[src/pcg_consts.svh]
// Offsets, field positions, reset values and timing counts of the clock generator control.
`ifndef PCG_CONSTS_SVH
`define PCG_CONSTS_SVH
`define PCG_CLK_PERIOD_NS 100
`define PCG_ADR_CTRL 2'h0
`define PCG_ADR_BW 2'h1
`define PCG_ADR_MULT 2'h2
`define PCG_ADR_RDIV 2'h3
`define PCG_CTRL_SEL 0
`define PCG_CTRL_ON 1
`define PCG_CTRL_PRE_LO 2
`define PCG_CTRL_PRE_HI 3
`define PCG_CTRL_IE 4
`define PCG_BW_AUTO 0
`define PCG_BW_TRK 1
`define PCG_BW_LOCK 2
`define PCG_RST_PRE 2'h1
`define PCG_RST_MULT 8'h04
`define PCG_RST_RDIV 4'h1
`define PCG_RST_AUTO 1'h1
`define PCG_SW_EDGES 2'h3
`define PCG_WIN_REFS 16
`define PCG_TRK_IN 8'h02
`define PCG_TRK_OUT 8'h04
`define PCG_LOCK_IN 8'h00
`define PCG_LOCK_OUT 8'h01
`endif

[src/pcg_pkg.sv]
// Types shared by the clock generator control.
package pcg_pkg;
  typedef enum logic [1:0] {
    SW_RUN = 2'h0,
    SW_WAIT_OLD = 2'h1,
    SW_WAIT_NEW = 2'h2
  } pcg_sw_state_t;
endpackage

[src/pcg_edge_if.sv]
// Level and rising-edge pulse of one sampled external clock.
`timescale 1ns/100ps
interface pcg_edge_if;
  logic level;
  logic rise;
  modport src (output level, output rise);
  modport dst (input level, input rise);
endinterface

[src/pcg_top.sv]
// Clock generator control: crystal path, loop dividers, lock detector and base clock selector.
//
// The register offsets and the address-and-strobe port are this design's own decisions.
`timescale 1ns/100ps
`include "pcg_consts.svh"
// How it works
// - Crystal path runs only while the oscillator enable input is high.
// - Crystal clock follows the crystal pin edge for edge; duty not balanced.
// - Loop reference clock is a buffered copy of the crystal clock.
// - Base clock is crystal or loop clock halved, chosen by software.
// - Reference clock passes a modulo divider by R for comparison.
// - VCO clock is divided by two to the P, then by N.
// - Phase detector emits up or down pulses sized by phase error.
// - Lock detector compares feedback and reference frequencies for mode and lock.
// - Tracking indicator reads clear while filter is in acquisition.
// - Filter tracks whenever not acquiring or when the indicator is set.
// - In automatic mode the detector switches filter modes itself.
// - In automatic mode the indicator is read-only and shows filter mode.
// - Indicator sets inside tracking tolerance, clears outside untracking tolerance.
// - Lock flag sets inside lock tolerance, clears outside unlock tolerance.
// - With enable set, every lock flag toggle requests an interrupt.
// - VCO clock is also the reference clock for the USB function.
// - On a source change the base clock holds for three edges each.
// - Refuse VCO select with loop off, loop off when selected, both together.
// - A zero reference divider or multiplier acts as one.
// - Lock change drives a dedicated interrupt output from the detector.
module pcg_top #(
  parameter int N_W = 8,
  parameter int R_W = 4,
  parameter int WIN_REFS = `PCG_WIN_REFS
) (
  input wire logic CLK,
  input wire logic RESET,
  input wire logic OSCILLATOR_ENABLE_IN,
  input wire logic CRYSTAL_IN_PIN,
  input wire logic VCO_CLOCK_IN,
  input wire logic [1:0] ADDR,
  input wire logic [7:0] WDATA,
  input wire logic WR,
  input wire logic RD,
  output logic [7:0] RDATA,
  output logic CRYSTAL_OUT_PIN,
  output logic CRYSTAL_CLOCK,
  output logic LOOP_REFERENCE_CLOCK,
  output logic BASE_CLOCK_OUT,
  output logic USB_REFERENCE_CLOCK,
  output logic LOOP_ENABLE,
  output logic PUMP_UP,
  output logic PUMP_DOWN,
  output logic TRACK_MODE,
  output logic LOCK,
  output logic LOCK_CHANGE_IRQ
);
  localparam logic [7:0] WIN8 = 8'(WIN_REFS);
  localparam logic [7:0] WIN_LAST = 8'(WIN_REFS - 1);

  if (WIN_REFS < 2 || WIN_REFS > 120 || N_W > 8 || N_W < 1 || R_W > 8 || R_W < 1)
  begin : g_bad_param
    $error("pcg_top parameters out of range");
  end

  pcg_edge_if xtal_e ();
  pcg_edge_if vco_e ();
  logic osc_meta;
  logic osc_en;
  logic base_source_select;
  logic loop_on;
  logic [1:0] prescale;
  logic lock_change_irq_enable;
  logic auto_bw;
  logic [N_W-1:0] mult;
  logic [R_W-1:0] rdiv;
  logic xtal_rise;
  logic ref_p;
  logic pre_p;
  logic fb_p;
  logic wr_ctrl;
  logic ch_sel;
  logic ch_on;
  pcg_pkg::pcg_sw_state_t sw_state;
  logic active_src;
  logic [1:0] sw_cnt;
  logic src_rise;
  logic [7:0] win_cnt;
  logic [7:0] fb_cnt;
  logic win_end;
  logic [7:0] err;
  logic next_lock;
  logic next_track;

  // Crystal and VCO pins come from outside this clock domain.
  pcg_edge u_xtal_edge (
    .clk(CLK),
    .rst(RESET),
    .pin(CRYSTAL_IN_PIN),
    .e(xtal_e.src)
  );
  pcg_edge u_vco_edge (
    .clk(CLK),
    .rst(RESET),
    .pin(VCO_CLOCK_IN),
    .e(vco_e.src)
  );

  // Enable from the integration unit is a level from another domain.
  always_ff @(posedge CLK or posedge RESET)
  begin
    if (RESET)
    begin
      osc_meta <= 1'h0;
      osc_en <= 1'h0;
    end
    else
    begin
      osc_meta <= OSCILLATOR_ENABLE_IN;
      osc_en <= osc_meta;
    end
  end

  assign xtal_rise = xtal_e.rise & osc_en;

  // Crystal path, USB reference and loop enable outputs; the amplifier output is the inverted input while enabled.
  always_ff @(posedge CLK or posedge RESET)
  begin
    if (RESET)
    begin
      CRYSTAL_OUT_PIN <= 1'h0;
      CRYSTAL_CLOCK <= 1'h0;
      LOOP_REFERENCE_CLOCK <= 1'h0;
      USB_REFERENCE_CLOCK <= 1'h0;
      LOOP_ENABLE <= 1'h0;
    end
    else
    begin
      CRYSTAL_OUT_PIN <= osc_en & ~xtal_e.level;
      CRYSTAL_CLOCK <= osc_en & xtal_e.level;
      LOOP_REFERENCE_CLOCK <= CRYSTAL_CLOCK;
      USB_REFERENCE_CLOCK <= loop_on & vco_e.level;
      LOOP_ENABLE <= loop_on & osc_en;
    end
  end

  pcg_div #(.W(R_W)) u_ref_div (
    .clk(CLK),
    .rst(RESET),
    .clr(!loop_on),
    .en(xtal_rise),
    .modulo(rdiv),
    .pulse(ref_p)
  );
  pcg_div #(.W(4)) u_pre_div (
    .clk(CLK),
    .rst(RESET),
    .clr(!loop_on),
    .en(vco_e.rise & loop_on),
    .modulo(4'h1 << prescale),
    .pulse(pre_p)
  );
  pcg_div #(.W(N_W)) u_fb_div (
    .clk(CLK),
    .rst(RESET),
    .clr(!loop_on),
    .en(pre_p),
    .modulo(mult),
    .pulse(fb_p)
  );

  assign wr_ctrl = WR && (ADDR == `PCG_ADR_CTRL);
  assign ch_sel = WDATA[`PCG_CTRL_SEL] != base_source_select;
  assign ch_on = WDATA[`PCG_CTRL_ON] != loop_on;

  // Control register; selector and loop switch guard each other.
  always_ff @(posedge CLK or posedge RESET)
  begin
    if (RESET)
    begin
      base_source_select <= 1'h0;
      loop_on <= 1'h0;
      prescale <= `PCG_RST_PRE;
      lock_change_irq_enable <= 1'h0;
    end
    else if (wr_ctrl)
    begin
      prescale <= WDATA[`PCG_CTRL_PRE_HI:`PCG_CTRL_PRE_LO];
      lock_change_irq_enable <= WDATA[`PCG_CTRL_IE];
      if (ch_sel && !ch_on && loop_on)
        base_source_select <= WDATA[`PCG_CTRL_SEL];
      if (ch_on && !ch_sel && !base_source_select)
        loop_on <= WDATA[`PCG_CTRL_ON];
    end
  end

  // Divider and mode registers.
  always_ff @(posedge CLK or posedge RESET)
  begin
    if (RESET)
    begin
      auto_bw <= `PCG_RST_AUTO;
      mult <= N_W'(`PCG_RST_MULT);
      rdiv <= R_W'(`PCG_RST_RDIV);
    end
    else if (WR)
    begin
      if (ADDR == `PCG_ADR_BW)
        auto_bw <= WDATA[`PCG_BW_AUTO];
      if (ADDR == `PCG_ADR_MULT)
        mult <= WDATA[N_W-1:0];
      if (ADDR == `PCG_ADR_RDIV)
        rdiv <= WDATA[R_W-1:0];
    end
  end

  // Read data stand only in the cycle after the read strobe.
  always_ff @(posedge CLK or posedge RESET)
  begin
    if (RESET)
      RDATA <= 8'h00;
    else if (!RD)
      RDATA <= 8'h00;
    else
      case (ADDR)
        `PCG_ADR_CTRL: RDATA <= {3'h0, lock_change_irq_enable, prescale, loop_on,
                                 base_source_select};
        `PCG_ADR_BW: RDATA <= {5'h00, LOCK, TRACK_MODE, auto_bw};
        `PCG_ADR_MULT: RDATA <= 8'(mult);
        default: RDATA <= 8'(rdiv);
      endcase
  end

  always_ff @(posedge CLK or posedge RESET)
  begin
    if (RESET)
    begin
      PUMP_UP <= 1'h0;
      PUMP_DOWN <= 1'h0;
    end
    else if (!loop_on || ((PUMP_UP || ref_p) && (PUMP_DOWN || fb_p)))
    begin
      PUMP_UP <= 1'h0;
      PUMP_DOWN <= 1'h0;
    end
    else
    begin
      PUMP_UP <= PUMP_UP | ref_p;
      PUMP_DOWN <= PUMP_DOWN | fb_p;
    end
  end

  assign win_end = ref_p && (win_cnt == WIN_LAST);
  assign err = (fb_cnt >= WIN8) ? fb_cnt - WIN8 : WIN8 - fb_cnt;

  always_ff @(posedge CLK or posedge RESET)
  begin
    if (RESET)
    begin
      win_cnt <= 8'h00;
      fb_cnt <= 8'h00;
    end
    else if (!loop_on)
    begin
      win_cnt <= 8'h00;
      fb_cnt <= 8'h00;
    end
    else
    begin
      if (ref_p)
        win_cnt <= win_end ? 8'h00 : win_cnt + 8'h01;
      if (win_end)
        fb_cnt <= {7'h00, fb_p};
      else if (fb_p && fb_cnt != 8'hFF)
        fb_cnt <= fb_cnt + 8'h01;
    end
  end

  // mode and lock from one comparison
  always_comb
  begin
    next_lock = LOCK;
    next_track = TRACK_MODE;
    if (!loop_on)
    begin
      next_lock = 1'h0;
      next_track = 1'h0;
    end
    else
    begin
      if (win_end)
        next_lock = LOCK ? (err <= `PCG_LOCK_OUT) : (err <= `PCG_LOCK_IN);
      if (auto_bw && win_end)
        next_track = TRACK_MODE ? (err <= `PCG_TRK_OUT) : (err <= `PCG_TRK_IN);
      else if (!auto_bw && WR && ADDR == `PCG_ADR_BW)
        next_track = WDATA[`PCG_BW_TRK];
    end
  end

  always_ff @(posedge CLK or posedge RESET)
  begin
    if (RESET)
    begin
      TRACK_MODE <= 1'h0;
      LOCK <= 1'h0;
      LOCK_CHANGE_IRQ <= 1'h0;
    end
    else
    begin
      TRACK_MODE <= next_track;
      LOCK <= next_lock;
      LOCK_CHANGE_IRQ <= lock_change_irq_enable && (next_lock != LOCK);
    end
  end

  assign src_rise = active_src ? pre_p : xtal_rise;

  // Base clock selector; the clock holds still while old and new sources settle.
  always_ff @(posedge CLK or posedge RESET)
  begin
    if (RESET)
    begin
      sw_state <= pcg_pkg::SW_RUN;
      active_src <= 1'h0;
      sw_cnt <= 2'h0;
      BASE_CLOCK_OUT <= 1'h0;
    end
    else
      case (sw_state)
        pcg_pkg::SW_RUN:
          if (active_src != base_source_select)
          begin
            sw_state <= pcg_pkg::SW_WAIT_OLD;
            sw_cnt <= 2'h0;
          end
          else if (src_rise)
            BASE_CLOCK_OUT <= ~BASE_CLOCK_OUT;
        pcg_pkg::SW_WAIT_OLD:
          if (src_rise)
          begin
            if (sw_cnt == `PCG_SW_EDGES - 2'h1)
            begin
              active_src <= ~active_src;
              sw_cnt <= 2'h0;
              sw_state <= pcg_pkg::SW_WAIT_NEW;
            end
            else
              sw_cnt <= sw_cnt + 2'h1;
          end
        pcg_pkg::SW_WAIT_NEW:
          if (src_rise)
          begin
            if (sw_cnt == `PCG_SW_EDGES - 2'h1)
            begin
              sw_cnt <= 2'h0;
              sw_state <= pcg_pkg::SW_RUN;
            end
            else
              sw_cnt <= sw_cnt + 2'h1;
          end
        default: sw_state <= pcg_pkg::SW_RUN;
      endcase
  end
endmodule

[src/pcg_edge.sv]
// Synchroniser and rising-edge detector for one external clock pin.
`timescale 1ns/100ps
module pcg_edge (
  input wire logic clk,
  input wire logic rst,
  input wire logic pin,
  pcg_edge_if.src e
);
  logic meta;
  logic s2;
  logic s3;

  // Two flops before use; the third flop feeds only the edge detector.
  always_ff @(posedge clk or posedge rst)
  begin
    if (rst)
    begin
      meta <= 1'h0;
      s2 <= 1'h0;
      s3 <= 1'h0;
    end
    else
    begin
      meta <= pin;
      s2 <= meta;
      s3 <= s2;
    end
  end

  assign e.level = s2;
  assign e.rise = s2 & ~s3;
endmodule

[src/pcg_div.sv]
// Modulo pulse divider: one output pulse for every modulo input pulses.
`timescale 1ns/100ps
module pcg_div #(
  parameter int W = 8
) (
  input wire logic clk,
  input wire logic rst,
  input wire logic clr,
  input wire logic en,
  input wire logic [W-1:0] modulo,
  output logic pulse
);
  logic [W-1:0] cnt;
  logic [W-1:0] last;

  if (W < 1 || W > 16)
  begin : g_bad_width
    $error("pcg_div width out of range");
  end

  assign last = (modulo == '0) ? '0 : modulo - W'(1);
  assign pulse = en && !clr && (cnt >= last);

  // The count restarts on the output pulse; the at-or-above compare keeps a shrinking modulo from hanging.
  always_ff @(posedge clk or posedge rst)
  begin
    if (rst)
      cnt <= '0;
    else if (clr || pulse)
      cnt <= '0;
    else if (en)
      cnt <= cnt + W'(1);
  end
endmodule

[config.mk]
export PLATFORM = sky130hd
export DESIGN_NAME = pcg_top
export DESIGN_NICKNAME = d
export VERILOG_FILES = /design/src/pcg_pkg.sv /design/src/pcg_edge_if.sv /design/src/pcg_top.sv /design/src/pcg_edge.sv /design/src/pcg_div.sv
export VERILOG_INCLUDE_DIRS = /design/src /design/src/src
export SDC_FILE = /design/constraint.sdc
export NUM_CORES = 1
export LEC_CHECK = 0
export BUFFER_PORTS_ARGS = -buffer_cell sky130_fd_sc_hd__buf_4
export CORE_MARGIN = 2
export CORE_UTILIZATION = 54
export CTS_CLUSTER_DIAMETER = 120
export DETAILED_ROUTE_END_ITERATION = 12
export GPL_TIMING_DRIVEN = 0
export PLACE_DENSITY = 0.78
export SLEW_MARGIN = 20
export SYNTH_ARGS = -nofsm -noshare
export SYNTH_HDL_FRONTEND = slang
export SYNTH_SLANG_ARGS = --single-unit
[constraint.sdc]
create_clock -name CLK -period 3.25 [get_ports CLK]
set_clock_uncertainty 0.2 [all_clocks]
set_input_delay 0.325 -clock CLK [delete_from_list [all_inputs] [get_ports CLK]]
set_output_delay 0.325 -clock CLK [all_outputs]
set_load 0.005 [all_outputs]
==> results of run 1 <==
-- state kept, by name, indices dropped and copies added, names as in the netlist, 4 cells and up --
| name | flops |
|---|---|
| mult | 8 |
| rdiv | 4 |
| u_pre_div.cnt | 4 |
| u_fb_div.cnt | 8 |
| u_ref_div.cnt | 4 |
| RDATA | 8 |
| fb_cnt | 8 |
| win_cnt | 8 |
-- power breakdown --
group	total (W)	internal (W)	switching, W
sequential	0.00125	0.00113	0.000119
clock	0.000764	0.000380	0.000384
combinational	0.000748	0.000347	0.000402
-- placed cells by master (no fill, tap or decap), types with 4 or more instances in the layout --
| master | netlist | routed |
|---|---|---|
| sky130_fd_sc_hd__a21oi_1 | 14 | 12 |
| sky130_fd_sc_hd__a31oi_1 | 7 | 6 |
| sky130_fd_sc_hd__and2_1 | 16 | 15 |
| sky130_fd_sc_hd__and3_1 | 5 | 5 |
| sky130_fd_sc_hd__buf_4 | 1 | 43 |
| sky130_fd_sc_hd__buf_6 | 2 | 4 |
| sky130_fd_sc_hd__clkbuf_1 | 6 | 7 |
| sky130_fd_sc_hd__clkbuf_8 | 0 | 10 |
| sky130_fd_sc_hd__dfrtp_1 | 78 | 77 |
| sky130_fd_sc_hd__dfstp_2 | 4 | 4 |
| sky130_fd_sc_hd__dlygate4sd3_1 | 0 | 9 |
| sky130_fd_sc_hd__ha_1 | 33 | 31 |
| sky130_fd_sc_hd__inv_1 | 17 | 14 |
| sky130_fd_sc_hd__mux2_2 | 18 | 18 |
| sky130_fd_sc_hd__mux2i_1 | 8 | 8 |
| sky130_fd_sc_hd__nand2_1 | 29 | 28 |
| sky130_fd_sc_hd__nand2b_1 | 12 | 11 |
| sky130_fd_sc_hd__nand3_1 | 19 | 18 |
| sky130_fd_sc_hd__nand3b_1 | 6 | 6 |
| sky130_fd_sc_hd__nand4_1 | 5 | 5 |
| sky130_fd_sc_hd__nor2_1 | 24 | 24 |
| sky130_fd_sc_hd__nor2b_1 | 11 | 10 |
| sky130_fd_sc_hd__nor3_1 | 11 | 8 |
| sky130_fd_sc_hd__nor3b_1 | 4 | 4 |
| sky130_fd_sc_hd__o21a_1 | 5 | 4 |
| sky130_fd_sc_hd__o21ai_0 | 31 | 28 |
| sky130_fd_sc_hd__o21ai_1 | 2 | 4 |
| sky130_fd_sc_hd__xnor2_1 | 7 | 7 |
| sky130_fd_sc_hd__xor2_1 | 8 | 8 |
-- cell usage after synthesis (4+ instances only) --
cell type / instances / area [sq um]
sky130_fd_sc_hd__a31oi_1: 7 / 43.79
sky130_fd_sc_hd__xor2_1: 8 / 70.07
sky130_fd_sc_hd__o21ai_0: 31 / 155.2
sky130_fd_sc_hd__nand4_1: 5 / 31.28
sky130_fd_sc_hd__nor2_1: 24 / 90.09
sky130_fd_sc_hd__nor3b_1: 4 / 30.03
sky130_fd_sc_hd__nand3b_1: 6 / 45.04
sky130_fd_sc_hd__nor3_1: 11 / 55.05
sky130_fd_sc_hd__and2_1: 16 / 100.1
sky130_fd_sc_hd__nand2b_1: 12 / 75.07
sky130_fd_sc_hd__ha_1: 33 / 412.9
sky130_fd_sc_hd__nand2_1: 29 / 108.9
sky130_fd_sc_hd__inv_1: 17 / 63.81
sky130_fd_sc_hd__clkbuf_1: 6 / 22.52
sky130_fd_sc_hd__mux2i_1: 8 / 80.08
sky130_fd_sc_hd__and3_1: 5 / 31.28
sky130_fd_sc_hd__nor2b_1: 11 / 68.82
sky130_fd_sc_hd__dfrtp_1: 78 / 1952
sky130_fd_sc_hd__or3_1: 5 / 31.28
sky130_fd_sc_hd__dfstp_2: 4 / 105.1
sky130_fd_sc_hd__a21oi_1: 14 / 70.07
sky130_fd_sc_hd__xnor2_1: 7 / 61.31
sky130_fd_sc_hd__mux2_2: 18 / 202.7
sky130_fd_sc_hd__o21a_1: 5 / 37.54
sky130_fd_sc_hd__nand3_1: 19 / 95.09
-- cell families (layout without fill, tap and decap cells) --
group | after synthesis | after routing | share of synthesized area, %
simple gates | 169 | 169 | 20.51
compound gates | 89 | 89 | 12.94
flops | 82 | 82 | 44.49
fa+ha+maj | 33 | 33 | 8.931
mux | 29 | 29 | 7.578
buf+inv | 27 | 97 | 2.625
xor+xnor | 15 | 15 | 2.842
other cells | 1 | 1 | 0.08111
-- final timing paths --
check,from,end,slack (ns),cells after the start
setup / recovery,mult[0],u_fb_div.cnt[2],-0.05,13
hold / removal,WDATA[4],lock_change_irq_enable,0.004,2
setup reg to reg,mult[0],u_fb_div.cnt[2],-0.05,13
hold reg to reg,u_xtal_edge.meta,u_xtal_edge.e.level,0.16,0
max in group asynchronous,RESET,auto_bw,1.90,4
min in group asynchronous,RESET,u_xtal_edge.e.level,0.32,3
-- repair_timing --
action / in CTS / in global routing
hold buffers: 9 / 0
hold endpoints to repair: 34 / 0
pin swaps: 6 / 16
setup endpoints to repair: 17 / 16
setup buffers: 2 / 7
resized for setup: 14 / 22
-- metrics by stage --
step / std cells / hold slack [ns] / setup slack (ns) / util (%) / instance area, sq um
2_1_floorplan: 445 / 0.1312 / 0.1177 / - / 4623
3_3_place_gp: 585 / 0.1330 / -0.2792 / 60.76 / 5017
3_5_place_dp: 586 / 0.1375 / -0.3290 / 61.12 / 5047
4_1_cts: 613 / 0.005491 / 0.01189 / 65.64 / 5420
5_1_grt: 620 / 0.001085 / -0.1508 / 67.42 / 5568
6_report: 620 / 0.004316 / -0.04711 / 67.42 / 5568
-- cell type report --
class / count / area (sq um) / area share [%]
Buffer: 10 / 57.56 / 1.034
Timing Repair Buffer: 54 / 455.4 / 8.180
Inverter: 17 / 66.31 / 1.191
Clock inverter: 5 / 61.31 / 1.101
Clock buffer: 11 / 141.4 / 2.539
Sequential cell: 82 / 2058 / 36.97
Multi-Input combinational cell: 336 / 2596 / 46.63
Tap cell: 105 / 131.4 / 2.360
-- routing by layer --
layer	vias to the layer above	part of all wire, %	track usage (%)
met5	-	0	0
met2	75	51	39.58
li1	1745	-	-
met3	15	3.4	4.732
met1	1793	44	30.68
met4	0	1.6	6.925
-- worst max-delay path, cell delays in order, from the launching register on --
cell and delay, ns:
sky130_fd_sc_hd__dfrtp_1 0.43, sky130_fd_sc_hd__inv_2 0.11, sky130_fd_sc_hd__ha_4 0.14, sky130_fd_sc_hd__nor2b_4 0.16, sky130_fd_sc_hd__nand3b_1 0.13, sky130_fd_sc_hd__or3_4 0.43
sky130_fd_sc_hd__and2_4 0.17, sky130_fd_sc_hd__ha_4 0.25, sky130_fd_sc_hd__nand2b_4 0.12, sky130_fd_sc_hd__a31oi_4 0.09, sky130_fd_sc_hd__o21a_2 0.27, sky130_fd_sc_hd__nor2_1 0.21
sky130_fd_sc_hd__o21ai_0 0.16, sky130_fd_sc_hd__a32o_1 0.34
==> reports/metrics.json, run 1 <==
{
  "synthArstFlopShare_pct": 100.0,
  "clock_sinks": 82,
  "power.density_mw_per_mm2": 495.3,
  "crit_path_start_kind": "flop",
  "path_clk_slew_ns": 0.09,
  "nNetsFinal": 560,
  "wl_microns": 10260,
  "io-pin-count": 36,
  "final.setup.worst_slack_ns": -0.04711,
  "post_drt_wl_per_cell_microns": 16.55,
  "grt_max_degree": 57,
  "cp.required_ns": 3.31,
  "netlist_instances": 445,
  "htree_levels": 3,
  "clk-insertion-delay-late_ns": 0.37,
  "globalRouteTotalUtil_pct": 23.46,
  "antenna_cells_inserted": 0,
  "synth-main-ff-cell": "sky130_fd_sc_hd__dfrtp_1",
  "tritoncts.num_buffers": 9,
  "initial_antenna_violation_count": 0,
  "vias_in_the_first_global_route": 3604,
  "synth_area_per_cell_sq_um": 10.39,
  "synth-seq-area-share_pct": 44.49,
  "die_height_microns": 96.53,
  "cap_viol_max_count": 0,
  "synth-edff-count": 0,
  "initial_utilization_pct": 55.98,
  "die_width_microns": 96.53,
  "route.detailed.vias_per_inst": 5.852,
  "dp_hpwl_microns": 6967,
  "total_power_w": 0.002758,
  "failed_checks": "negative setup slack",
  "fraction_of_layout_instances_using_a_drive_strength_above_1_pct": 24.08,
  "cts-root-to-sink-buffers": 2,
  "route.vias.total": 3628,
  "setup.worst_path.class": "flop to flop",
  "overflow": 0,
  "unrepaired_setup_endpoints_after_global_routing": "true",
  "timing.fmax_mhz": 303.3,
  "p_leak_nw": 2.499,
  "yosys_warnings": 0,
  "yosys_register_bits": 82,
  "syn_nets": 495,
  "timing.max_slew.rel_slack_pct": 40.18,
  "placeableCoreArea_sq_mm": 0.008258,
  "area_growth_syn_to_layout_pct": 20.43,
  "grt_first_pass_wirelength_microns": 16800,
  "finalSetupViolations": 1,
  "synth_cell_type_count": 63,
  "final.min_clock_period_ns": 3.297,
  "worst_ir_drop_vdd_mv": 0.4075,
  "fin_tns_setup_ns": -0.04711,
  "number_of_rows_created_at_floorplan": 33,
  "gp_congestion": 0.9333,
  "drv_slew": 0,
  "route.detailed.drc": 0,
  "buffer_ports.inserted": 35,
  "ant_nets": 0,
  "critPathArrivalTime_ns": 3.36,
  "root_buffer": "sky130_fd_sc_hd__clkbuf_8",
  "outcome": "finished with violations",
  "min_period_over_period_pct": 101.4,
  "worstMarginPinSlew_ns": 0.8904,
  "dieArea_sq_mm": 0.009318,
  "tritoncts_clock_tree": "built",
  "final-hold-violation-count": 0,
  "synth.cell_area_sq_mm": 0.004623,
  "drt_first_iter_violations": 197,
  "timing.critical_path.fanout_max": 5,
  "timing.critical_path.to_type": "flop",
  "min-delay-path-class": "primary input to flop",
  "n_fill_cell": 600,
  "drtPass1Iterations": 4
}
Note: power is estimated with default switching activity, not from simulation.
==> run 2, diff against run 1 <==
--- a/config.mk
+++ b/config.mk
@@ -8,12 +8,13 @@
 export LEC_CHECK = 0
 export BUFFER_PORTS_ARGS = -buffer_cell sky130_fd_sc_hd__buf_4
 export CORE_MARGIN = 2
-export CORE_UTILIZATION = 54
+export CORE_UTILIZATION = 55
 export CTS_CLUSTER_DIAMETER = 120
 export DETAILED_ROUTE_END_ITERATION = 12
 export GPL_TIMING_DRIVEN = 0
-export PLACE_DENSITY = 0.78
-export SLEW_MARGIN = 20
+export PLACE_DENSITY = 0.79
+export SLEW_MARGIN = 10
 export SYNTH_ARGS = -nofsm -noshare
 export SYNTH_HDL_FRONTEND = slang
+export SYNTH_HIERARCHICAL = 1
 export SYNTH_SLANG_ARGS = --single-unit
==> reports/metrics.json, run 2 <==
{
  "outcome": "finished with violations",
  "failed_checks": "negative setup slack",
  "htree_levels": {"value": 3, "change": "unchanged"},
  "timing.fmax": {"value": 264.1, "unit": "MHz", "change": "-13%"},
  "fin_tns_setup": {"value": -4.636, "unit": "ns", "change": "-4.589 ns"},
  "synth_area_per_cell": {"value": 10.26, "unit": "sq um", "change": "-1.3%"},
  "drv_slew": {"value": 0, "change": "unchanged"},
  "min-delay-path-class": "primary input to flop",
  "critical_path.reg2reg.endpoint": "fb_cnt[7]",
  "initial_antenna_violation_count": {"value": 0, "change": "unchanged"},
  "nNetsFinal": {"value": 591, "change": "+5.5%"},
  "crit_path_top_delay_cell": "sky130_fd_sc_hd__dfrtp_1",
  "holdPathEnd": "RDATA[0]",
  "initial_utilization": {"value": 57.35, "unit": "%", "change": "+1.4 points"},
  "synth-main-ff-cell": "sky130_fd_sc_hd__dfrtp_1",
  "buffer_ports.inserted": {"value": 35, "change": "unchanged"},
  "setup.reg_to_reg.worst_slack": {"value": -0.54, "unit": "ns", "change": "-0.49 ns"},
  "seq_power_share": {"value": 44.1, "unit": "%", "change": "-1.1 points"},
  "dieArea": {"value": 0.009414, "unit": "sq mm", "change": "+1.0%"},
  "yosys_register_bits": {"value": 82, "change": "unchanged"},
  "vias_in_the_first_global_route": {"value": 3612, "change": "+0.22%"},
  "synth_cell_type_count": {"value": 64, "change": "+1.6%"},
  "route.detailed.vias_per_inst": {"value": 5.835, "change": "-0.29%"},
  "swShare": {"value": 34.27, "unit": "%", "change": "+1.5 points"},
  "mostFrequentLayoutCell": "sky130_fd_sc_hd__dfrtp_1",
  "instances_no_fill": {"value": 653, "change": "+5.3%"},
  "cpMostUsedCell": "sky130_fd_sc_hd__or3_4",
  "worst_hold_path_startpoint": "RD",
  "cp.required": {"value": 3.35, "unit": "ns", "change": "+0.04 ns"},
  "crit_path_start_kind": "flop",
  "wl": {"value": 10560, "unit": "microns", "change": "+2.9%"},
  "pwr-share-clk": {"value": 26.0, "unit": "%", "change": "-1.7 points"},
  "dp_hpwl": {"value": 7130, "unit": "microns", "change": "+2.3%"},
  "cap_viol_max_count": {"value": 0, "change": "unchanged"},
  "power.density": {"value": 470.8, "unit": "mW/mm^2", "change": "-4.9%"},
  "post_synth_most_frequent_cells": "78 x sky130_fd_sc_hd__dfrtp_1, 36 x sky130_fd_sc_hd__nor2_1, 31 x sky130_fd_sc_hd__ha_1",
  "internal_power": {"value": 0.001829, "unit": "W", "change": "-1.4%"},
  "cts-root-to-sink-buffers": {"value": 2, "change": "unchanged"},
  "layout_common_cells": "77 x sky130_fd_sc_hd__dfrtp_1, 54 x sky130_fd_sc_hd__buf_4, 32 x sky130_fd_sc_hd__nor2_1, 28 x sky130_fd_sc_hd__ha_1, 25 x sky130_fd_sc_hd__nand2_1",
  "clk-insertion-delay-late": {"value": 0.36, "unit": "ns", "change": "about the same"},
  "synth-edff-count": {"value": 0, "change": "unchanged"},
  "globalRouteTotalUtil": {"value": 21.64, "unit": "%", "change": "-1.8 points"},
  "number_of_rows_created_at_floorplan": {"value": 33, "change": "unchanged"},
  "netlist_instances": {"value": 464, "change": "+4.3%"},
  "critPathArrivalTime": {"value": 3.88, "unit": "ns", "change": "+0.52 ns"},
  "finalSetupViolations": {"value": 18, "change": "+17"},
  "route.vias.total": {"value": 3810, "change": "+5.0%"},
  "route.detailed.drc": {"value": 0, "change": "unchanged"},
  "post_drt_wl_per_cell": {"value": 16.17, "unit": "microns", "change": "-2.3%"},
  "synth.top_cell.area_share": {"value": 41.01, "unit": "%", "change": "-1.2 points"},
  "gp_congestion": {"value": 0.8004, "change": "-14%"},
  "synth_top_cells_by_area": "sky130_fd_sc_hd__dfrtp_1 41%, sky130_fd_sc_hd__ha_1 8.1%, sky130_fd_sc_hd__mux2_2 5.0%, sky130_fd_sc_hd__a21oi_1 2.9%, sky130_fd_sc_hd__nor2_1 2.8%",
  "final.setup.worst_slack": {"value": -0.5361, "unit": "ns", "change": "-0.4890 ns"},
  "p_leak": {"value": 2.624, "unit": "nW", "change": "+5.0%"},
  "placeableCoreArea": {"value": 0.008299, "unit": "sq mm", "change": "+0.50%"},
  "timing.critical_path.cells": "or3_4 > or3_4 > or3b_4 > and2_4 > ha_4 > nand2b_4 > a21oi_2 > o31a_1 > buf_6 > nor3b_4 > o21a_4 > nand3_4 > or3_4 > a21oi_2",
  "die_height": {"value": 97.03, "unit": "microns", "change": "+0.51%"},
  "worstMarginPinSlew": {"value": 0.9457, "unit": "ns", "change": "+0.05528 ns"},
  "timing.max_slew.rel_slack": {"value": 36.82, "unit": "%", "change": "-3.4 points"},
  "timing.critical_path.fanout_max": {"value": 5, "change": "unchanged"},
  "synth_top_cell_by_area": "sky130_fd_sc_hd__dfrtp_1",
  "yosys_warnings": {"value": 6, "change": "+6"},
  "antenna_cells_inserted": {"value": 0, "change": "unchanged"},
  "synth-seq-area-share": {"value": 43.22, "unit": "%", "change": "-1.3 points"},
  "synthArstFlopShare": {"value": 100.0, "unit": "%", "change": "unchanged"},
  "ant_nets": {"value": 0, "change": "unchanged"},
  "tritoncts_clock_tree": "built",
  "syn_nets": {"value": 512, "change": "+3.4%"},
  "switchingPower": {"value": 0.0009535, "unit": "W", "change": "+5.5%"},
  "most_repeated_cell_in_the_gate_level_netlist_after_synthesis": "sky130_fd_sc_hd__dfrtp_1",
  "final.min_clock_period": {"value": 3.786, "unit": "ns", "change": "+0.4890 ns"},
  "drtPass1Iterations": {"value": 4, "change": "unchanged"},
  "final-hold-violation-count": {"value": 0, "change": "unchanged"},
  "synth.cell_area": {"value": 0.004760, "unit": "sq mm", "change": "+2.9%"},
  "postLayoutCoreUtil": {"value": 71.20, "unit": "%", "change": "+3.8 points"},
  "grt_max_degree": {"value": 35, "change": "-39%"},
  "reg2reg_depth": {"value": 14, "change": "+1"},
  "timing.critical_path.to_type": "flop",
  "path_clk_slew": {"value": 0.10, "unit": "ns", "change": "about the same"},
  "crit_path_max_incr_delay": {"value": 0.41, "unit": "ns", "change": "-0.02 ns"},
  "area_growth_syn_to_layout_pct": 24.16,
  "overflow": {"value": 0, "change": "unchanged"},
  "clock_sinks": {"value": 82, "change": "unchanged"},
  "comb_power_share": {"value": 29.8, "unit": "%", "change": "+2.7 points"},
  "instance_count_along_the_most_critical_hold_path": {"value": 2, "change": "unchanged"},
  "io-pin-count": {"value": 36, "change": "unchanged"},
  "grt_first_pass_wirelength": {"value": 16720, "unit": "microns", "change": "-0.49%"},
  "root_buffer": "sky130_fd_sc_hd__clkbuf_8",
  "tritoncts.num_buffers": {"value": 9, "change": "unchanged"},
  "unrepaired_setup_endpoints_after_global_routing": "true",
  "drt_first_iter_violations": {"value": 163, "change": "-17%"},
  "min_period_over_period": {"value": 116.5, "unit": "%", "change": "+15 points"},
  "worst_ir_drop_vdd": {"value": 0.2231, "unit": "mV", "change": "-45%"},
  "die_width": {"value": 97.03, "unit": "microns", "change": "+0.51%"},
  "fraction_of_layout_instances_using_a_drive_strength_above_1": {"value": 30.47, "unit": "%", "change": "+6.4 points"},
  "layout.cell_area.non_filler": {"value": 0.005909, "unit": "sq mm", "change": "+6.1%"},
  "cell_area_placed": {"value": 0.005200, "unit": "sq mm", "change": "+3.0%"},
  "setup.worst_path.class": "flop to flop",
  "r2r_start": "mult[4]",
  "placedCellCount": {"value": 605, "change": "+3.2%"}
}
## run 2: worst max-delay path by stage
stage | start | end | slack (ns) | cells past startpoint
floorplan | mult[4] | fb_cnt[7] | -0.46 | 14
global placement | mult[4] | fb_cnt[7] | -0.80 | 14
detailed placement | mult[4] | fb_cnt[7] | -0.87 | 14
CTS | mult[4] | fb_cnt[7] | -0.55 | 14
global route | mult[4] | fb_cnt[7] | -0.71 | 14
finish | mult[4] | fb_cnt[7] | -0.54 | 14
## run 2: cell type report
type                            count  area [sq um]
Multi-Input combinational cell    350          2804
Fill cell                         568          2390
Sequential cell                    82          2058
Timing Repair Buffer               69         585.6
Tap cell                          105         131.4
Clock buffer                        9         123.9
Inverter                           22         82.58
Clock inverter                      7         65.06
Buffer                              9         58.81
## run 2: power groups by stage
stage	Clock, W	Combinational (W)	Sequential (W)
floorplan	0	0.000515	0.00122
global placement	0	0.000660	0.00123
detailed placement	0	0.000694	0.00124
CTS	0.000734	0.000751	0.00122
global route	0.000787	0.000906	0.00124
finish	0.000725	0.000830	0.00123
## run 2: worst max-delay path, delay by kind of cell (launching register included)
| kind | cells | cell delay (ns) |
|---|---|---|
| simple gates | 8 | 2.06 |
| fa+ha+maj | 1 | 0.25 |
| buf+inv | 1 | 0.13 |
| compound gates | 4 | 0.67 |
| flops | 1 | 0.41 |
## run 2: logic make-up (layout without fill, tap and decap cells)
group                    Yosys count  count (layout)  synth area share [%]
XOR/XNOR                          16              16                 2.944
flip-flops                        82              82                 43.22
AND/OR/NAND/NOR                  189             189                 23.06
adder cells (fa/ha/maj)           31              31                 8.149
buffers and inverters             32             116                 2.918
AO/OA/AOI/OAI                     83              83                 11.86
multiplexers                      31              31                 7.860
## run 2: repair_timing
action                     CTS  global route
setup buffers               12            14
setup endpoints to repair   25            28
pin swaps                    9             9
gates resized for setup     18            39
hold buffers                 8             0
hold endpoints to repair    55             0
## run 2: metrics by stage
stage	hold slack, ns	total power (W)	setup WS (ns)
2_1_floorplan	-0.1214	0.001731	-0.4574
3_3_place_gp	0.05936	0.001894	-0.8031
3_5_place_dp	0.06642	0.001935	-0.8710
4_1_cts	0.01630	0.002702	-0.5455
5_1_grt	0.01358	0.002935	-0.7077
6_report	0.02956	0.002782	-0.5361
## run 2: metal layers
layer	vias to the layer above	routed length, microns	global-route usage, %
met5	-	0	0
met1	1865	4707	28.63
met4	0	172	8.667
li1	1838	-	-
met2	90	5215	35.63
met3	17	462	3.540
==> run 3, diff against run 2 <==
--- a/config.mk
+++ b/config.mk
@@ -6,13 +6,13 @@
 export SDC_FILE = /design/constraint.sdc
 export NUM_CORES = 1
 export LEC_CHECK = 0
-export BUFFER_PORTS_ARGS = -buffer_cell sky130_fd_sc_hd__buf_4
 export CORE_MARGIN = 2
-export CORE_UTILIZATION = 55
+export CORE_UTILIZATION = 58
 export CTS_CLUSTER_DIAMETER = 120
 export DETAILED_ROUTE_END_ITERATION = 12
+export DONT_BUFFER_PORTS = 1
 export GPL_TIMING_DRIVEN = 0
-export PLACE_DENSITY = 0.79
+export PLACE_DENSITY = 0.78
 export SLEW_MARGIN = 10
 export SYNTH_ARGS = -nofsm -noshare
 export SYNTH_HDL_FRONTEND = slang
==> reports/metrics.json, run 3 (synthesis gave the netlist of run 2 again) <==
{
  "outcome": "finished with violations",
  "failed_checks": "negative setup slack",
  "multi_input_area": {"value": 0.002764, "unit": "sq mm", "change": "-1.4%"},
  "min_period_over_period": {"value": 119.4, "unit": "%", "change": "+2.9 points"},
  "layout_common_cells": "77 x sky130_fd_sc_hd__dfrtp_1, 34 x sky130_fd_sc_hd__nor2_1, 28 x sky130_fd_sc_hd__ha_1, 26 x sky130_fd_sc_hd__a21oi_1, 24 x sky130_fd_sc_hd__nand2_1",
  "root_buffer": "sky130_fd_sc_hd__clkbuf_8",
  "final.min_clock_period": {"value": 3.882, "unit": "ns", "change": "+0.09574 ns"},
  "grt_max_degree": {"value": 34, "change": "-2.9%"},
  "detailedPlace.worstSlack": {"value": -0.8514, "unit": "ns", "change": "+0.01956 ns"},
  "clk-insertion-delay-late": {"value": 0.36, "unit": "ns", "change": "about the same"},
  "regArea": {"value": 0.002058, "unit": "sq mm", "change": "unchanged"},
  "unrepaired_setup_endpoints_after_global_routing": "true",
  "tritoncts.num_buffers": {"value": 9, "change": "unchanged"},
  "timing.max_slew.rel_slack": {"value": 32.38, "unit": "%", "change": "-4.4 points"},
  "path_clk_slew": {"value": 0.09, "unit": "ns", "change": "about the same"},
  "power.density": {"value": 483.2, "unit": "mW/mm^2", "change": "+2.6%"},
  "dieArea": {"value": 0.008946, "unit": "sq mm", "change": "-5.0%"},
  "initial_utilization": {"value": 58.81, "unit": "%", "change": "+1.5 points"},
  "timing.critical_path.fanout_max": {"value": 6, "change": "+1"},
  "drt_first_iter_violations": {"value": 224, "change": "+37%"},
  "cp.required": {"value": 3.33, "unit": "ns", "change": "-0.02 ns"},
  "nNetsFinal": {"value": 557, "change": "-5.8%"},
  "io-pin-count": {"value": 36, "change": "unchanged"},
  "placeableCoreArea": {"value": 0.008093, "unit": "sq mm", "change": "-2.5%"},
  "number_of_rows_created_at_floorplan": {"value": 33, "change": "unchanged"},
  "overflow": {"value": 0, "change": "unchanged"},
  "grt_first_pass_wirelength": {"value": 17600, "unit": "microns", "change": "+5.3%"},
  "cap_viol_max_count": {"value": 0, "change": "unchanged"},
  "timing.critical_path.to_type": "flop",
  "critPathArrivalTime": {"value": 3.96, "unit": "ns", "change": "+0.08 ns"},
  "worstMarginPinSlew": {"value": 1.012, "unit": "ns", "change": "+0.06643 ns"},
  "crit_path_start_kind": "flop",
  "gp_congestion": {"value": 0.7935, "change": "-0.86%"},
  "antenna_cells_inserted": {"value": 0, "change": "unchanged"},
  "fraction_of_layout_instances_using_a_drive_strength_above_1": {"value": 23.54, "unit": "%", "change": "-6.9 points"},
  "drv_slew": {"value": 0, "change": "unchanged"},
  "p_leak": {"value": 2.429, "unit": "nW", "change": "-7.5%"},
  "min-delay-path-class": "primary input to flop",
  "total_power": {"value": 0.002707, "unit": "W", "change": "-2.7%"},
  "drtPass1Iterations": {"value": 5, "change": "+1"},
  "wl": {"value": 10980, "unit": "microns", "change": "+4.0%"},
  "globalRouteTotalUtil": {"value": 25.38, "unit": "%", "change": "+3.7 points"},
  "dp_hpwl": {"value": 7393, "unit": "microns", "change": "+3.7%"},
  "die_height": {"value": 94.59, "unit": "microns", "change": "-2.5%"},
  "post_drt_wl_per_cell": {"value": 17.74, "unit": "microns", "change": "+9.8%"},
  "worst_ir_drop_vdd": {"value": 0.2278, "unit": "mV", "change": "+2.1%"},
  "final.setup.worst_slack": {"value": -0.6318, "unit": "ns", "change": "-0.09574 ns"},
  "timing.fmax": {"value": 257.6, "unit": "MHz", "change": "-2.5%"},
  "postLayoutCoreUtil": {"value": 69.23, "unit": "%", "change": "-2.0 points"},
  "vias_in_the_first_global_route": {"value": 3760, "change": "+4.1%"},
  "mostFrequentLayoutCell": "sky130_fd_sc_hd__dfrtp_1",
  "route.detailed.vias_per_inst": {"value": 6.034, "change": "+3.4%"},
  "route.vias.total": {"value": 3735, "change": "-2.0%"},
  "finalSetupViolations": {"value": 14, "change": "-4"},
  "setup.worst_path.class": "flop to flop",
  "clock_sinks": {"value": 82, "change": "unchanged"},
  "ant_nets": {"value": 0, "change": "unchanged"},
  "initial_antenna_violation_count": {"value": 0, "change": "unchanged"},
  "htree_levels": {"value": 3, "change": "unchanged"},
  "tritoncts_clock_tree": "built",
  "buffer_ports.inserted": {"value": 0, "change": "-100%"},
  "n_fill_cell": {"value": 580, "change": "+2.1%"},
  "final-hold-violation-count": {"value": 0, "change": "unchanged"},
  "area_growth_syn_to_layout_pct": 17.72,
  "route.detailed.drc": {"value": 0, "change": "unchanged"},
  "die_width": {"value": 94.59, "unit": "microns", "change": "-2.5%"},
  "cts-root-to-sink-buffers": {"value": 2, "change": "unchanged"}
}
run 3: cell count changes in the layout (fill, tap and decap cells not counted), sizes merged:
cell and delta:
inv -2, buf -39, clkinvlp +1, clkinv +1, dlygate4sd3 +5
run 3: final timing paths:
kind                            startpoint             endpoint  slack, ns  cells past startpoint
hold / removal                          RD             RDATA[5]       0.09                      2
max in group asynchronous            RESET  USB_REFERENCE_CLOCK       1.76                      3
setup reg to reg                   mult[4]            fb_cnt[7]      -0.63                     14
setup / recovery                   mult[4]            fb_cnt[7]      -0.63                     14
hold reg to reg            u_vco_edge/meta   u_vco_edge/e.level       0.15                      0
min in group asynchronous            RESET  u_xtal_edge/e.level       0.28                      2
run 3: worst max-delay path, cell delays in order, from the launching register on:
cell	delay [ns]
sky130_fd_sc_hd__dfrtp_1	0.41
sky130_fd_sc_hd__or3_4	0.38
sky130_fd_sc_hd__or3_4	0.34
sky130_fd_sc_hd__or3b_4	0.41
sky130_fd_sc_hd__and2_4	0.16
sky130_fd_sc_hd__ha_4	0.25
sky130_fd_sc_hd__nand2b_4	0.11
sky130_fd_sc_hd__a21oi_2	0.04
sky130_fd_sc_hd__o31a_1	0.27
sky130_fd_sc_hd__buf_6	0.14
sky130_fd_sc_hd__nor3b_4	0.29
sky130_fd_sc_hd__o21a_4	0.21
sky130_fd_sc_hd__nand3_4	0.07
sky130_fd_sc_hd__or3_1	0.37
sky130_fd_sc_hd__a21oi_1	0.15
run 3: where the power goes:
group	internal [W]	switching [W]	leakage (nW)
registers	0.00112	0.000118	1.07
clock network	0.000290	0.000409	0.0886
logic	0.000358	0.000410	1.27
total	0.00177	0.000937	2.43
run 3: layout make-up:
| class | instances | share of cell area [%] |
|---|---|---|
| Clock buffer | 9 | 2.211 |
| Tap cell | 105 | 2.345 |
| Multi-Input combinational cell | 350 | 49.33 |
| Inverter | 22 | 1.474 |
| Clock inverter | 7 | 1.027 |
| Timing Repair Buffer | 35 | 5.828 |
| Buffer | 9 | 1.050 |
| Sequential cell | 82 | 36.74 |
run 3: what timing repair did:
item	4_1_cts	5_1_grt
setup endpoints to repair	25	30
hold buffers	13	0
endpoints found under the hold margin	71	0
setup buffers	10	12
resized for setup	19	26
pin swaps	11	19
run 3: metal layers:
layer  global-route usage, %  up-vias  part of all wire, %
met2                   45.48       96                   53
met3                   5.347       23                  4.8
met5                       0        -                    0
li1                        -     1763                    -
met4                   9.420        0                  1.9
met1                   29.99     1853                   40
run 3: stage by stage:
stage / cell area [sq um] / instances / setup TNS, ns / hold WS [ns]
detailed placement: 4937 / 570 / -7.617 / -0.1127
global placement: 4917 / 569 / -6.159 / -0.1133
global route: 5603 / 619 / -7.058 / 0.09238
finish: 5603 / 619 / -4.965 / 0.09332
floorplan: 4786 / 464 / -2.340 / -0.1214
CTS: 5413 / 609 / -4.795 / 0.07535
